$ cat src/rtl/ssm_map.svh
`ifndef SSM_MAP_SVH
`define SSM_MAP_SVH
// register byte offsets
`define SSM_OFS_CONTROL 8'h00
`define SSM_OFS_TARGET 8'h04
`define SSM_OFS_SECURE 8'h08
`define SSM_OFS_COMMAND 8'h0C
`define SSM_OFS_REF_POS 8'h10
`define SSM_OFS_REF_VEL 8'h14
`define SSM_OFS_STATUS 8'h18
`define SSM_OFS_ACTUAL_POSITION_REGISTER 8'h1C
// control fields
`define SSM_CTL_MODE_LSB 0
`define SSM_CTL_ACC_LSB 4
`define SSM_CTL_VMAX_LSB 8
`define SSM_CTL_VMIN_LSB 12
`define SSM_CTL_RESET 16'h0000
// command opcodes
`define SSM_CMD_GOTO_SAFE 4'h1
`define SSM_CMD_STOP 4'h2
`define SSM_CMD_REF_DRIVE 4'h3
// disabled secure position code (-1024)
`define SSM_SECURE_OFF 11'h400
`define SSM_SECURE_RESET 11'h400
// timing
`define SSM_CLK_MHZ 25
`define SSM_SW_PHASE_US 100
`define SSM_SW_PHASE_CYC (`SSM_SW_PHASE_US * `SSM_CLK_MHZ)
`define SSM_RAMP_UNIT_US 40
`define SSM_RAMP_UNIT_CYC (`SSM_RAMP_UNIT_US * `SSM_CLK_MHZ)
`define SSM_PERIOD_BASE 16'h4000
`define SSM_PERIOD_STEP 16'h0380
`endif

$ cat src/rtl/ssm_pkg.sv
package ssm_pkg;
   typedef enum logic [6:0] {
      ST_INACTIVE = 7'b0000001,
      ST_STOPPED = 7'b0000010,
      ST_MOVE = 7'b0000100,
      ST_REF1 = 7'b0001000,
      ST_REF2 = 7'b0010000,
      ST_SHUT = 7'b0100000,
      ST_DEAD = 7'b1000000
   } ssm_state_e;

   typedef struct packed {
      logic thermal_over;
      logic under_voltage;
      logic electrical_defect;
      logic charge_pump_fail;
   } ssm_fault_s;

   typedef struct packed {
      logic hi_z;
      logic hold_current;
      logic step;
      logic dir;
      logic motor_clk_en;
      logic charge_pump_en;
   } ssm_bridge_s;
endpackage

$ cat src/rtl/ssm_pace.sv
`timescale 1ns/1ps
`default_nettype none
`include "ssm_map.svh"
// emits one tick every period+1 cycles while run is high
module ssm_pace (
   // system
   input wire logic clock,
   input wire logic rst,
   // control
   input wire logic run,
   input wire logic [15:0] period,
   // tick
   output logic tick
);
   logic [15:0] count;
   logic [15:0] next_count;
   logic next_tick;

   always_comb begin
      next_count = count;
      next_tick = 1'b0;
      if (!run) begin
         next_count = 16'h0000;
      end else if (count >= period) begin
         next_count = 16'h0000;
         next_tick = 1'b1;
      end else begin
         next_count = count + 16'h0001;
      end
   end

   always_ff @(posedge clock or posedge rst) begin
      if (rst) begin
         count <= 16'h0000;
         tick <= 1'b0;
      end else begin
         count <= next_count;
         tick <= next_tick;
      end
   end
endmodule
`default_nettype wire

$ cat src/rtl/ssm_switch.sv
`timescale 1ns/1ps
`default_nettype none
`include "ssm_map.svh"
// alternately sources and sinks; a pin that follows the drive is an open switch
module ssm_switch (
   // system
   input wire logic clock,
   input wire logic rst,
   // pin
   input wire logic switch_sense,
   output logic switch_source,
   // result
   output logic switch_state_flag
);
   localparam logic [15:0] PHASE = 16'(`SSM_SW_PHASE_CYC - 1);
   logic [15:0] count;
   logic [15:0] next_count;
   logic next_source;
   logic next_flag;
   logic miss;
   logic next_miss;

   always_comb begin
      next_count = count + 16'h0001;
      next_source = switch_source;
      next_flag = switch_state_flag;
      next_miss = miss;
      if (count == PHASE) begin
         next_count = 16'h0000;
         next_source = !switch_source;
         next_miss = (switch_sense != switch_source);
         // a pin tied to either rail follows only one of the two phases
         next_flag = (switch_sense != switch_source) || miss;
      end
   end

   always_ff @(posedge clock or posedge rst) begin
      if (rst) begin
         count <= 16'h0000;
         switch_source <= 1'b0;
         switch_state_flag <= 1'b0;
         miss <= 1'b0;
      end else begin
         count <= next_count;
         miss <= next_miss;
         switch_source <= next_source;
         switch_state_flag <= next_flag;
      end
   end
endmodule
`default_nettype wire

$ cat src/rtl/ssm_supervisor.sv
// Our own choices: the register offsets and register access over Avalon-MM.
`timescale 1ns/1ps
`default_nettype none
`include "ssm_map.svh"
// Functional notes
// - positions two's complement, range per stepping mode
// - secure position 11 bits, coarse per mode
// - comm loss or safe command goes secure
// - switch sensed by source/sink, reported in reads
// - switch flag zero while switch open
// - shutdown on thermal, undervoltage, defect, pump
// - shutdown puts bridges in high impedance
// - shutdown copies actual into target position
// - bus keeps answering during shutdown
// - leave shutdown: faults clear plus status read
// - leaving shutdown: hold current, clocks, pump
// - inactive after reset until status read
// - reference command: floor, peak, two targets
// - first motion uses ramp and stored acceleration
// - second motion constant at floor velocity
// - second motion end zeroes actual position
// - then go secure only if enabled
// - reference drive ignores all but stop, shutdown
// - deadlock left by stop then status read
module ssm_supervisor (
   // system
   input wire logic clock,
   input wire logic rst,
   // avalon-mm slave
   input wire logic [7:0] avs_address,
   input wire logic avs_read,
   input wire logic avs_write,
   input wire logic [31:0] avs_writedata,
   input wire logic [3:0] avs_byteenable,
   output logic [31:0] avs_readdata,
   output logic avs_waitrequest,
   // monitors
   input wire ssm_pkg::ssm_fault_s faults,
   input wire logic comm_lost,
   // reference switch pin
   input wire logic switch_sense,
   output logic switch_source,
   // bridges
   output ssm_pkg::ssm_bridge_s bridge
);
   ssm_pkg::ssm_state_e state, next_state;
   logic [15:0] actual_position_register, next_actual;
   logic [15:0] target_position_register, next_target;
   logic [15:0] control, next_control;
   logic [10:0] secure, next_secure;
   logic [15:0] ref_pos1, next_ref_pos1;
   logic [15:0] ref_pos2, next_ref_pos2;
   logic [3:0] ref_vmin, next_ref_vmin;
   logic [3:0] ref_vmax, next_ref_vmax;
   logic [3:0] cur_vel, next_cur_vel;
   logic [3:0] top_vel, next_top_vel;
   logic ramp_on, next_ramp_on;
   logic [15:0] ramp_cnt, next_ramp_cnt;
   logic dead_stop, next_dead_stop;
   logic electrical_defect_flag, next_defect_flag;
   logic charge_pump_fail_flag, next_pump_flag;
   logic [31:0] next_readdata;
   logic next_wait;
   ssm_pkg::ssm_bridge_s next_bridge;
   logic [15:0] period;
   logic pace_tick;
   logic switch_state_flag;
   logic rd_go, wr_go, full_status, any_fault, moving, reached;
   logic cmd_wr, cmd_stop, cmd_safe, cmd_ref;
   logic [1:0] mode;
   logic [3:0] acc, vmax, vmin;
   logic [15:0] secure_pos;
   logic secure_en;

   // sign-extend a position to the width of the stepping mode
   function automatic logic [15:0] fit(input logic [15:0] p, input logic [1:0] m);
      logic [15:0] r;
      r = p;
      case (m)
         2'h0: r = {{3{p[12]}}, p[12:0]};
         2'h1: r = {{2{p[13]}}, p[13:0]};
         2'h2: r = {p[14], p[14:0]};
         default: r = p;
      endcase
      return r;
   endfunction

   // start velocity index: vmax scaled by vmin/32, or vmax when vmin is zero
   function automatic logic [3:0] floor_vel(input logic [3:0] vx, input logic [3:0] vn);
      logic [7:0] prod;
      prod = vx * vn;
      if (vn == 4'h0) begin
         return vx;
      end
      return {1'b0, prod[7:5]};
   endfunction

   assign mode = control[`SSM_CTL_MODE_LSB +: 2];
   assign acc = control[`SSM_CTL_ACC_LSB +: 4];
   assign vmax = control[`SSM_CTL_VMAX_LSB +: 4];
   assign vmin = control[`SSM_CTL_VMIN_LSB +: 4];
   // coarse secure position scaled by 4, 8, 16 or 32
   assign secure_pos = fit(16'({{5{secure[10]}}, secure} << (7'd2 + 7'(mode))), mode);
   assign secure_en = (secure != `SSM_SECURE_OFF);
   assign rd_go = avs_read && !avs_waitrequest;
   assign wr_go = avs_write && !avs_waitrequest;
   assign full_status = rd_go && (avs_address == `SSM_OFS_STATUS);
   assign any_fault = faults.thermal_over || faults.under_voltage ||
                      faults.electrical_defect || faults.charge_pump_fail;
   assign cmd_wr = wr_go && (avs_address == `SSM_OFS_COMMAND) && avs_byteenable[0];
   assign cmd_stop = cmd_wr && (avs_writedata[3:0] == `SSM_CMD_STOP);
   assign cmd_safe = cmd_wr && (avs_writedata[3:0] == `SSM_CMD_GOTO_SAFE);
   assign cmd_ref = cmd_wr && (avs_writedata[3:0] == `SSM_CMD_REF_DRIVE);
   assign moving = (state == ssm_pkg::ST_MOVE) || (state == ssm_pkg::ST_REF1) ||
                   (state == ssm_pkg::ST_REF2);
   assign reached = (actual_position_register == target_position_register);
   assign period = `SSM_PERIOD_BASE - 16'(cur_vel * `SSM_PERIOD_STEP);

   ssm_pace u_pace (
      .clock(clock),
      .rst(rst),
      .run(moving && !reached),
      .period(period),
      .tick(pace_tick)
   );

   ssm_switch u_switch (
      .clock(clock),
      .rst(rst),
      .switch_sense(switch_sense),
      .switch_source(switch_source),
      .switch_state_flag(switch_state_flag)
   );

   // bus slave: one wait cycle, answer on the second edge
   always_comb begin
      next_wait = !((avs_read || avs_write) && avs_waitrequest);
      next_readdata = avs_readdata;
      if ((avs_read || avs_write) && avs_waitrequest) begin
         next_readdata = 32'h00000000;
         if (avs_address == `SSM_OFS_CONTROL) begin
            next_readdata = {16'h0000, control};
         end else if (avs_address == `SSM_OFS_TARGET) begin
            next_readdata = {16'h0000, target_position_register};
         end else if (avs_address == `SSM_OFS_SECURE) begin
            next_readdata = {21'h000000, secure};
         end else if (avs_address == `SSM_OFS_REF_POS) begin
            next_readdata = {ref_pos2, ref_pos1};
         end else if (avs_address == `SSM_OFS_REF_VEL) begin
            next_readdata = {24'h000000, ref_vmax, ref_vmin};
         end else if (avs_address == `SSM_OFS_STATUS) begin
            next_readdata = {16'h0000, 1'b0, state, 3'h0, switch_state_flag,
                             electrical_defect_flag, charge_pump_fail_flag,
                             faults.thermal_over, faults.under_voltage};
         end else if (avs_address == `SSM_OFS_ACTUAL_POSITION_REGISTER) begin
            next_readdata = {15'h0000, switch_state_flag, actual_position_register};
         end
      end
   end

   // configuration registers and sticky fault flags
   always_comb begin
      next_control = control;
      next_secure = secure;
      next_ref_pos1 = ref_pos1;
      next_ref_pos2 = ref_pos2;
      next_ref_vmin = ref_vmin;
      next_ref_vmax = ref_vmax;
      if (wr_go && avs_address == `SSM_OFS_CONTROL) begin
         // acceleration is taken as written; the master holds it during motion
         if (avs_byteenable[0]) begin
            next_control[7:0] = avs_writedata[7:0];
         end
         if (avs_byteenable[1]) begin
            next_control[15:8] = avs_writedata[15:8];
         end
      end
      if (wr_go && avs_address == `SSM_OFS_SECURE) begin
         if (avs_byteenable[0]) begin
            next_secure[7:0] = avs_writedata[7:0];
         end
         if (avs_byteenable[1]) begin
            next_secure[10:8] = avs_writedata[10:8];
         end
      end
      if (wr_go && avs_address == `SSM_OFS_REF_POS && state != ssm_pkg::ST_REF1 &&
          state != ssm_pkg::ST_REF2) begin
         if (avs_byteenable[0]) begin
            next_ref_pos1[7:0] = avs_writedata[7:0];
         end
         if (avs_byteenable[1]) begin
            next_ref_pos1[15:8] = avs_writedata[15:8];
         end
         if (avs_byteenable[2]) begin
            next_ref_pos2[7:0] = avs_writedata[23:16];
         end
         if (avs_byteenable[3]) begin
            next_ref_pos2[15:8] = avs_writedata[31:24];
         end
      end
      if (wr_go && avs_address == `SSM_OFS_REF_VEL && avs_byteenable[0] &&
          state != ssm_pkg::ST_REF1 && state != ssm_pkg::ST_REF2) begin
         next_ref_vmin = avs_writedata[3:0];
         next_ref_vmax = avs_writedata[7:4];
      end
      // a new fault wins over the clearing status read
      next_defect_flag = faults.electrical_defect ||
                         (electrical_defect_flag && !full_status);
      next_pump_flag = faults.charge_pump_fail ||
                       (charge_pump_fail_flag && !full_status);
   end

   // motion state machine
   always_comb begin
      next_state = state;
      next_actual = actual_position_register;
      next_target = target_position_register;
      next_cur_vel = cur_vel;
      next_top_vel = top_vel;
      next_ramp_on = ramp_on;
      next_ramp_cnt = ramp_cnt;
      next_dead_stop = dead_stop;
      next_bridge = bridge;
      next_bridge.step = 1'b0;
      if (wr_go && avs_address == `SSM_OFS_TARGET && avs_byteenable[1:0] == 2'h3 &&
          (state == ssm_pkg::ST_STOPPED || state == ssm_pkg::ST_MOVE)) begin
         next_target = fit(avs_writedata[15:0], mode);
         next_cur_vel = floor_vel(vmax, vmin);
         next_top_vel = vmax;
         next_ramp_on = 1'b1;
         next_ramp_cnt = 16'h0000;
         next_state = ssm_pkg::ST_MOVE;
      end
      // stepping toward target with acceleration ramp
      if (moving && pace_tick && !reached) begin
         next_bridge.step = 1'b1;
         next_bridge.dir = ($signed(target_position_register) >
                            $signed(actual_position_register));
         if (next_bridge.dir) begin
            next_actual = fit(actual_position_register + 16'h0001, mode);
         end else begin
            next_actual = fit(actual_position_register - 16'h0001, mode);
         end
      end
      if (moving && ramp_on && cur_vel < top_vel) begin
         if (ramp_cnt >= 16'(({1'b0, ~acc} + 5'h01) * `SSM_RAMP_UNIT_CYC)) begin
            next_ramp_cnt = 16'h0000;
            next_cur_vel = cur_vel + 4'h1;
         end else begin
            next_ramp_cnt = ramp_cnt + 16'h0001;
         end
      end
      case (state)
         ssm_pkg::ST_INACTIVE: begin
            if (full_status) begin
               next_state = ssm_pkg::ST_STOPPED;
            end
         end
         ssm_pkg::ST_STOPPED, ssm_pkg::ST_MOVE: begin
            if (cmd_stop) begin
               next_target = actual_position_register;
               next_state = ssm_pkg::ST_STOPPED;
            end else if (cmd_ref) begin
               if (ref_pos1 == actual_position_register || ref_pos1 == ref_pos2) begin
                  next_state = ssm_pkg::ST_DEAD;
                  next_dead_stop = 1'b0;
               end else begin
                  next_target = fit(ref_pos1, mode);
                  next_cur_vel = floor_vel(ref_vmax, ref_vmin);
                  next_top_vel = ref_vmax;
                  next_ramp_on = 1'b1;
                  next_ramp_cnt = 16'h0000;
                  next_state = ssm_pkg::ST_REF1;
               end
            end else if ((cmd_safe || comm_lost) && secure_en) begin
               next_target = secure_pos;
               next_cur_vel = floor_vel(vmax, vmin);
               next_top_vel = vmax;
               next_ramp_on = 1'b1;
               next_ramp_cnt = 16'h0000;
               next_state = ssm_pkg::ST_MOVE;
            end else if (state == ssm_pkg::ST_MOVE && reached &&
                         next_target == target_position_register) begin
               next_state = ssm_pkg::ST_STOPPED;
            end
         end
         ssm_pkg::ST_REF1: begin
            if (cmd_stop) begin
               next_target = actual_position_register;
               next_state = ssm_pkg::ST_STOPPED;
            end else if (reached) begin
               next_target = fit(ref_pos2, mode);
               next_cur_vel = floor_vel(ref_vmax, ref_vmin);
               next_ramp_on = 1'b0;
               next_state = ssm_pkg::ST_REF2;
            end
         end
         ssm_pkg::ST_REF2: begin
            if (cmd_stop) begin
               next_target = actual_position_register;
               next_state = ssm_pkg::ST_STOPPED;
            end else if (reached) begin
               next_actual = 16'h0000;
               next_state = ssm_pkg::ST_STOPPED;
               next_target = 16'h0000;
               if (secure_en) begin
                  next_target = secure_pos;
                  next_cur_vel = floor_vel(vmax, vmin);
                  next_top_vel = vmax;
                  next_ramp_on = 1'b1;
                  next_ramp_cnt = 16'h0000;
                  next_state = ssm_pkg::ST_MOVE;
               end
            end
         end
         ssm_pkg::ST_SHUT: begin
            if (!any_fault && full_status) begin
               next_state = ssm_pkg::ST_STOPPED;
            end
         end
         ssm_pkg::ST_DEAD: begin
            if (cmd_stop) begin
               next_dead_stop = 1'b1;
            end else if (full_status && dead_stop) begin
               next_state = ssm_pkg::ST_STOPPED;
               next_target = actual_position_register;
            end
         end
         default: begin
            next_state = ssm_pkg::ST_INACTIVE;
         end
      endcase
      // any fault overrides every state, the reference drive included
      if (any_fault && state != ssm_pkg::ST_SHUT) begin
         next_state = ssm_pkg::ST_SHUT;
         next_target = actual_position_register;
         next_bridge.step = 1'b0;
      end
      // bridge drive follows the state being entered
      next_bridge.hi_z = (next_state == ssm_pkg::ST_SHUT) ||
                         (next_state == ssm_pkg::ST_INACTIVE) ||
                         (next_state == ssm_pkg::ST_DEAD);
      next_bridge.hold_current = (next_state == ssm_pkg::ST_STOPPED);
      next_bridge.motor_clk_en = !next_bridge.hi_z;
      next_bridge.charge_pump_en = !next_bridge.hi_z;
      if (next_bridge.hi_z) begin
         next_bridge.step = 1'b0;
      end
   end

   always_ff @(posedge clock or posedge rst) begin
      if (rst) begin
         state <= ssm_pkg::ST_INACTIVE;
         actual_position_register <= 16'h0000;
         target_position_register <= 16'h0000;
         control <= `SSM_CTL_RESET;
         secure <= `SSM_SECURE_RESET;
         ref_pos1 <= 16'h0000;
         ref_pos2 <= 16'h0000;
         ref_vmin <= 4'h0;
         ref_vmax <= 4'h0;
         cur_vel <= 4'h0;
         top_vel <= 4'h0;
         ramp_on <= 1'b0;
         ramp_cnt <= 16'h0000;
         dead_stop <= 1'b0;
         electrical_defect_flag <= 1'b0;
         charge_pump_fail_flag <= 1'b0;
         avs_readdata <= 32'h00000000;
         avs_waitrequest <= 1'b1;
         bridge <= 6'b100000;
      end else begin
         state <= next_state;
         actual_position_register <= next_actual;
         target_position_register <= next_target;
         control <= next_control;
         secure <= next_secure;
         ref_pos1 <= next_ref_pos1;
         ref_pos2 <= next_ref_pos2;
         ref_vmin <= next_ref_vmin;
         ref_vmax <= next_ref_vmax;
         cur_vel <= next_cur_vel;
         top_vel <= next_top_vel;
         ramp_on <= next_ramp_on;
         ramp_cnt <= next_ramp_cnt;
         dead_stop <= next_dead_stop;
         electrical_defect_flag <= next_defect_flag;
         charge_pump_fail_flag <= next_pump_flag;
         avs_readdata <= next_readdata;
         avs_waitrequest <= next_wait;
         bridge <= next_bridge;
      end
   end
endmodule
`default_nettype wire

$ cat config.mk
export PLATFORM = sky130hd
export DESIGN_NAME = ssm_supervisor
export DESIGN_NICKNAME = d
export VERILOG_FILES = /design/src/rtl/ssm_pkg.sv /design/src/rtl/ssm_pace.sv /design/src/rtl/ssm_switch.sv /design/src/rtl/ssm_supervisor.sv
export VERILOG_INCLUDE_DIRS = /design/src /design/src/rtl
export SDC_FILE = /design/constraint.sdc
export NUM_CORES = 1
export LEC_CHECK = 0
export BUFFER_PORTS_ARGS = -buffer_cell sky130_fd_sc_hd__buf_2
export CAP_MARGIN = 20
export CORE_AREA = 5 5 201 281
export CTS_CLUSTER_SIZE = 14
export DETAILED_ROUTE_END_ITERATION = 12
export DIE_AREA = 0 0 206 286
export SETUP_SLACK_MARGIN = 0.2
export SLEW_MARGIN = 5
export SYNTH_ARGS = -nofsm -noshare
export SYNTH_HDL_FRONTEND = slang
export SYNTH_SLANG_ARGS = --single-unit
$ cat constraint.sdc
create_clock -name clock -period 12.7 [get_ports clock]
set_input_delay 2.54 -clock clock [delete_from_list [all_inputs] [get_ports clock]]
set_output_delay 2.54 -clock clock [all_outputs]
set_load 0.05 [all_outputs]
# Word level (Yosys, flattened, before mapping)
# Index checks and enable logic that the tools add are counted.
# W data, S select, Z words.
# word_totals
regBits,208
inputBits,54
out_inout_bits,40
elab_cells,291
# classes
add_sub_neg,9
n_mul,4
magnitude_cmp,4
eq_ne,38
n_shift,1
n_mux,131
bitwise_logic,1
reduce_logical,70
# ops
cell,n
$mux W16,31
$pmux W16 S3,6
$mux W32,4
$mux W4,27
$mux W7,15
$add A16 B1 Y16 const B,4
$eq A16 B16 Y1,4
$pmux W16 S4,1
$mux W17,3
$pmux W7 S6,1
$mux W1,36
$logic_and A1 B1 Y1,34
$eq A8 B5 Y1 const B,4
$pmux W16 S2,1
$eq A16 B12 Y1 const B,1
$eq A8 B4 Y1 const B,2
$ge A16 B15 Y1,1
$ge A16 B16 Y1,1
$gt A16 B16 Y1,1
$mul A4 B4 Y8,2
$reduce_and A2 Y1,8
$shl A16 B3 Y16,1
$sub A15 B14 Y16 const A,1
$sub A16 B1 Y16 const B,1
other kinds (39),68

# Logic depth before layout (Yosys ltp)
# depth
ltp_word,18
depth_mapped,27
depth_no_buf,27

# Modules after synthesis
# Synthesis repeated with hierarchy kept, for this count alone.
# hier_totals
cells_unflattened,1755
hier_area_um2,15758.9
# by_module_without_submodules
mod,instances,cells_per_inst,area_per_inst_um2,seq_area_each_um2
ssm_supervisor,1,1545,13571.8,4309.1
ssm_pace,1,127,1277.5,425.4
ssm_switch,1,83,909.6,475.5

# Worst setup path before layout
# Ideal clock, no wire load.
# synth_path
path_type,register to register
start,register control[4]
end,register cur_vel[2]
setup_time_ns,0.083
arrival_time_ns,5.796
required_time_ns,12.617
setup_slack_ns,6.821
path_stages_with_launch,28
path_buffers,0
synth_period_minus_slack_ns,5.879
path_cell_list,dfrtp_1 > inv_1 > ha_1 > xnor2_1 > inv_1 > fa_1 > inv_1 > fa_1 > inv_1 > fa_1 > inv_1 > ha_1 > inv_1 > o21bai_1 > a21o_1 > a21oi_1 > o21bai_1 > a21oi_1 > xnor2_1 > ha_1 > nand4b_1 > a21oi_1 > o21ai_0 > o21ai_0 > and2_1 > a211oi_1 > or3_1 > o21ai_0
# synth_between
elab_chain_cells,10
word_cells_on_any_way,16
cone_classes,1 x add/sub; 1 x mul; 1 x order compare; 12 x mux; 1 x bitwise
# synth_lines
item,line,source
"start, declared",ssm_supervisor.sv:49,"logic [15:0] control, next_control;"
"start signal, assigned",ssm_supervisor.sv:356,control <= `SSM_CTL_RESET;
"start signal, assigned",ssm_supervisor.sv:376,control <= next_control;
$not A4 Y4 *,ssm_supervisor.sv:246,"if (ramp_cnt >= 16'(({1'b0, ~acc} + 5'h01) * `SSM_RAMP_UNIT_CYC)) begin"
$add A4 B1 Y5 *,ssm_supervisor.sv:246,
$mul A5 B7 Y12 (no line) *,--,
$ge A16 B15 Y1 *,ssm_supervisor.sv:246,
$mux W4 *,ssm_supervisor.sv:246,
$mux W4 *,ssm_supervisor.sv:245,if (moving && ramp_on && cur_vel < top_vel) begin
"$mux W4, on equally long branches","ssm_supervisor.sv:306, ssm_supervisor.sv:264, ssm_supervisor.sv:275",
"$mux W4, on equally long branches","ssm_supervisor.sv:302, ssm_supervisor.sv:263",
"$mux W4, on equally long branches","ssm_supervisor.sv:299, ssm_supervisor.sv:260",
$pmux W4 S3 *,ssm_supervisor.sv:253,case (state)
via next_cur_vel[2],ssm_supervisor.sv:55,"logic [3:0] cur_vel, next_cur_vel;"
"end signal, assigned",ssm_supervisor.sv:382,cur_vel <= next_cur_vel;
"end, declared",ssm_supervisor.sv:55,
# The timed path passes the listed nets; every way through them passes the cells marked *.
# A chain may end at the register's enable or synchronous reset.

# Final worst setup path
# Same ends and word-level chain as after synthesis.

==> impl_metrics.env <==
export IMPL_outcome="finished clean"
export IMPL_clock_latency_ns=0.56
export IMPL_synthDistinctLibCells=86
export IMPL_numCtsBuffers=24
export IMPL_fin_setup_tns_ns=0
export IMPL_finClkSkew_ns=0.0362
export IMPL_final_cell_mix="dfrtp_1, nand2_1, nor2_1"
export IMPL_crit_type="reg2reg"
export IMPL_hold_path_cell_count=2
export IMPL_rows=101
export IMPL_grt_pass1_wl_mm=95.7
export IMPL_leakagePower_uw=0.00788
export IMPL_vias_per_cell=5.79
export IMPL_r2r_slack_ns=6.03
export IMPL_r2r_start="control[4]"
export IMPL_hold_path_class="reg2reg"
export IMPL_cts_hold_fix_buffers=0
export IMPL_syn_nets=1984
export IMPL_reg2reg_depth=27
export IMPL_clockRootBuffer="clkbuf_16"
export IMPL_dieArea_um2=58900
export IMPL_clk_pin_slew_ns=0.06
export IMPL_post_cts_resized=0
export IMPL_grt_usage=0.214
export IMPL_hold_slack_ns=0.470
export IMPL_nNetsFinal=2031
export IMPL_dr_pass1_iters=7
export IMPL_n_fill_cell=5600
export IMPL_postSynth_asyncResetShare=1.00
export IMPL_r2r_end="cur_vel[2]"
export IMPL_fmax_ghz=0.150
export IMPL_ys_seq_elements=208
export IMPL_start_util=0.296
export IMPL_slew_headroom=0.195
export IMPL_drc=0
export IMPL_setup_viol=0
export IMPL_worstPathRequired_ns=13.15
export IMPL_cts_tree="done"
export IMPL_cp_start_kind="register"
export IMPL_synth_edf_count=0
export IMPL_layout_worst_path_cycle_share=0.525
export IMPL_slew_viol_final=0
export IMPL_drtIter0Drc=1458
export IMPL_endpoint_kind="register"
export IMPL_peakVddDrop_mv=0.0854
export IMPL_p_per_area_nw_per_um2=89.1
export IMPL_core_um2=53700
export IMPL_final_common_cell="dfrtp_1"
export IMPL_diodes=0
export IMPL_ys_seq_area_frac=0.328
export IMPL_hold_end="avs_readdata[28]"
export IMPL_synth_warnings=0
export IMPL_yosysTopAreaCell="dfrtp_1"
export IMPL_grt_max_degree=83
export IMPL_htree_num_levels=1
export IMPL_grt_pass1_vias=15100
export IMPL_routed_via_count=15100
export IMPL_synth_top_area_frac=0.321
export IMPL_ant_nets=0
export IMPL_pin_count=94
export IMPL_post_dp_hpwl_mm=49.8
export IMPL_synth_ff_type="dfrtp_1"
export IMPL_crit_arrival_ns=7.12
export IMPL_mappedNetlistArea_um2=15900
export IMPL_clk_path_buf_depth=3
export IMPL_worst_path_max_fanout=8
export IMPL_hold_viol=0
export IMPL_gp_congestion=1.09
export IMPL_drive_above_1_share=0.141
export IMPL_min_from="avs_readdata[28]"
export IMPL_globalRouteOverflowTotal=0
export IMPL_drv_cap=0
export IMPL_fp_dieW_um=206
export IMPL_syn_inst=1816
export IMPL_cts_sinks=208
export IMPL_worst_pin_slew_ns=1.21
export IMPL_fin_crit_ns=6.67
export IMPL_wl_mm=65.0
export IMPL_cts_setup_buffers=0
export IMPL_post_drt_wl_per_cell_um=25.0
export IMPL_synthTopCellsByArea="dfrtp_1, ha_1, xnor2_1, mux2_2, nand2_1"
export IMPL_syn_avg_cell_area_um2=8.75
export IMPL_antenna_found_initial=1
export IMPL_rsz0062_at_grt="false"
export IMPL_area_growth_pct=12.7
export IMPL_fp_dieH_um=286
export IMPL_port_buffer_count=93
[sequential cells by signal, indices dropped and copies added, names as in the netlist, 4 cells and up]
| signal | flops |
|---|---|
| ref_vmin | 4 |
| u_pace.count | 16 |
| top_vel | 4 |
| ramp_cnt | 16 |
| secure | 11 |
| state | 7 |
| cur_vel | 4 |
| bridge | 5 |
| u_switch.count | 16 |
| target_position_register | 16 |
| ref_pos1 | 16 |
| avs_readdata | 32 |
| ref_pos2 | 16 |
| actual_position_register | 16 |
| control | 16 |
| ref_vmax | 4 |
[final cells by class]
type / count / area (um^2) / area share
sequential: 208 / 5210 / 0.291
inverter: 98 / 375 / 0.0209
clock inverter: 8 / 119 / 0.00663
clock buffer: 36 / 707 / 0.0394
timing repair buffer: 118 / 673 / 0.0376
multi-input combinational: 1413 / 9940 / 0.554
tap: 721 / 902 / 0.0503
[per-stage QoR]
stage / std cells / util / total power, uW / setup WS, ns / cell area [um^2]
final: 2602 / 0.334 / 1600 / 6.03 / 17900
after global routing: 2602 / 0.334 / 1660 / 5.34 / 17900
after CTS: 2600 / 0.333 / 1610 / 6.04 / 17900
after detailed placement: 2556 / 0.318 / 867 / 6.06 / 17100
after global placement: 2556 / 0.318 / 866 / 6.14 / 17100
after floorplan: 1816 / - / 802 / 4.49 / 15900
[cells by family after synthesis]
logic type,share of synthesized area
buffers and inverters,0.0473
flip-flops,0.328
AO/OA/AOI/OAI,0.184
XOR/XNOR,0.0634
multiplexers,0.0820
adder cells (fa/ha/maj),0.0992
AND/OR/NAND/NOR,0.197
[power by group]
group          total (uW)  internal [uW]  switching [uW]
registers             690            672            17.8
clock network         739            445             294
logic                 168           58.4             110
total                1600           1180             422
[worst max-delay path: stages (launching register included)]
cell      delay [ns]
dfrtp_1         0.58
inv_1           0.24
ha_1            0.27
xnor2_1         0.33
inv_1           0.16
fa_1            0.55
inv_1           0.11
fa_1            0.54
inv_1           0.05
fa_1            0.49
inv_1           0.04
ha_1            0.28
inv_1           0.10
o21bai_1        0.08
a21o_1          0.17
a21oi_1         0.21
o21bai_1        0.08
a21oi_1         0.18
xnor2_1         0.10
ha_1            0.29
nand4b_1        0.10
a21oi_1         0.11
o21ai_0         0.09
o21ai_0         0.48
and2_1          0.30
a211oi_1        0.10
or3_1           0.38
o21ai_0         0.16
[cell usage after synthesis, drive strengths merged, types with 5 or more instances]
cell	n
dfrtp	204
nand2	199
nor2	119
o21ai	113
a21oi	100
inv	97
xnor2	95
ha	94
nand3	81
clkbuf	80
mux2	75
mux2i	41
nor3	36
nand4	35
o22ai	28
and3	24
a211oi	23
a31oi	23
o211ai	23
and2	22
nor4	21
fa	20
or3	20
xor2	20
a21o	17
a22oi	17
buf	17
or4	16
a221oi	12
a2111oi	10
a222oi	10
nor2b	10
nand2b	8
nor4b	8
o21bai	8
o221ai	7
o21a	6
or2	6
nor3b	5
[worst max-delay path by stage]
| stage | from | end | slack, ns | cells after the start |
|---|---|---|---|---|
| floorplan | rst | actual_position_register[0] | 4.49 | 1 |
| global placement | control[4] | cur_vel[2] | 6.14 | 27 |
| detailed placement | control[4] | cur_vel[2] | 6.06 | 27 |
| CTS | control[4] | cur_vel[2] | 6.04 | 27 |
| global route | control[4] | cur_vel[2] | 5.34 | 27 |
| finish | control[4] | cur_vel[2] | 6.03 | 27 |
[metal layers]
| layer | global-route usage | wire length, um |
|---|---|---|
| met4 | 0.145 | 5650 |
| met5 | 0 | 0 |
| met1 | 0.245 | 23400 |
| met3 | 0.0336 | 4710 |
| met2 | 0.365 | 31300 |
Power figures use the tool's default switching activity.
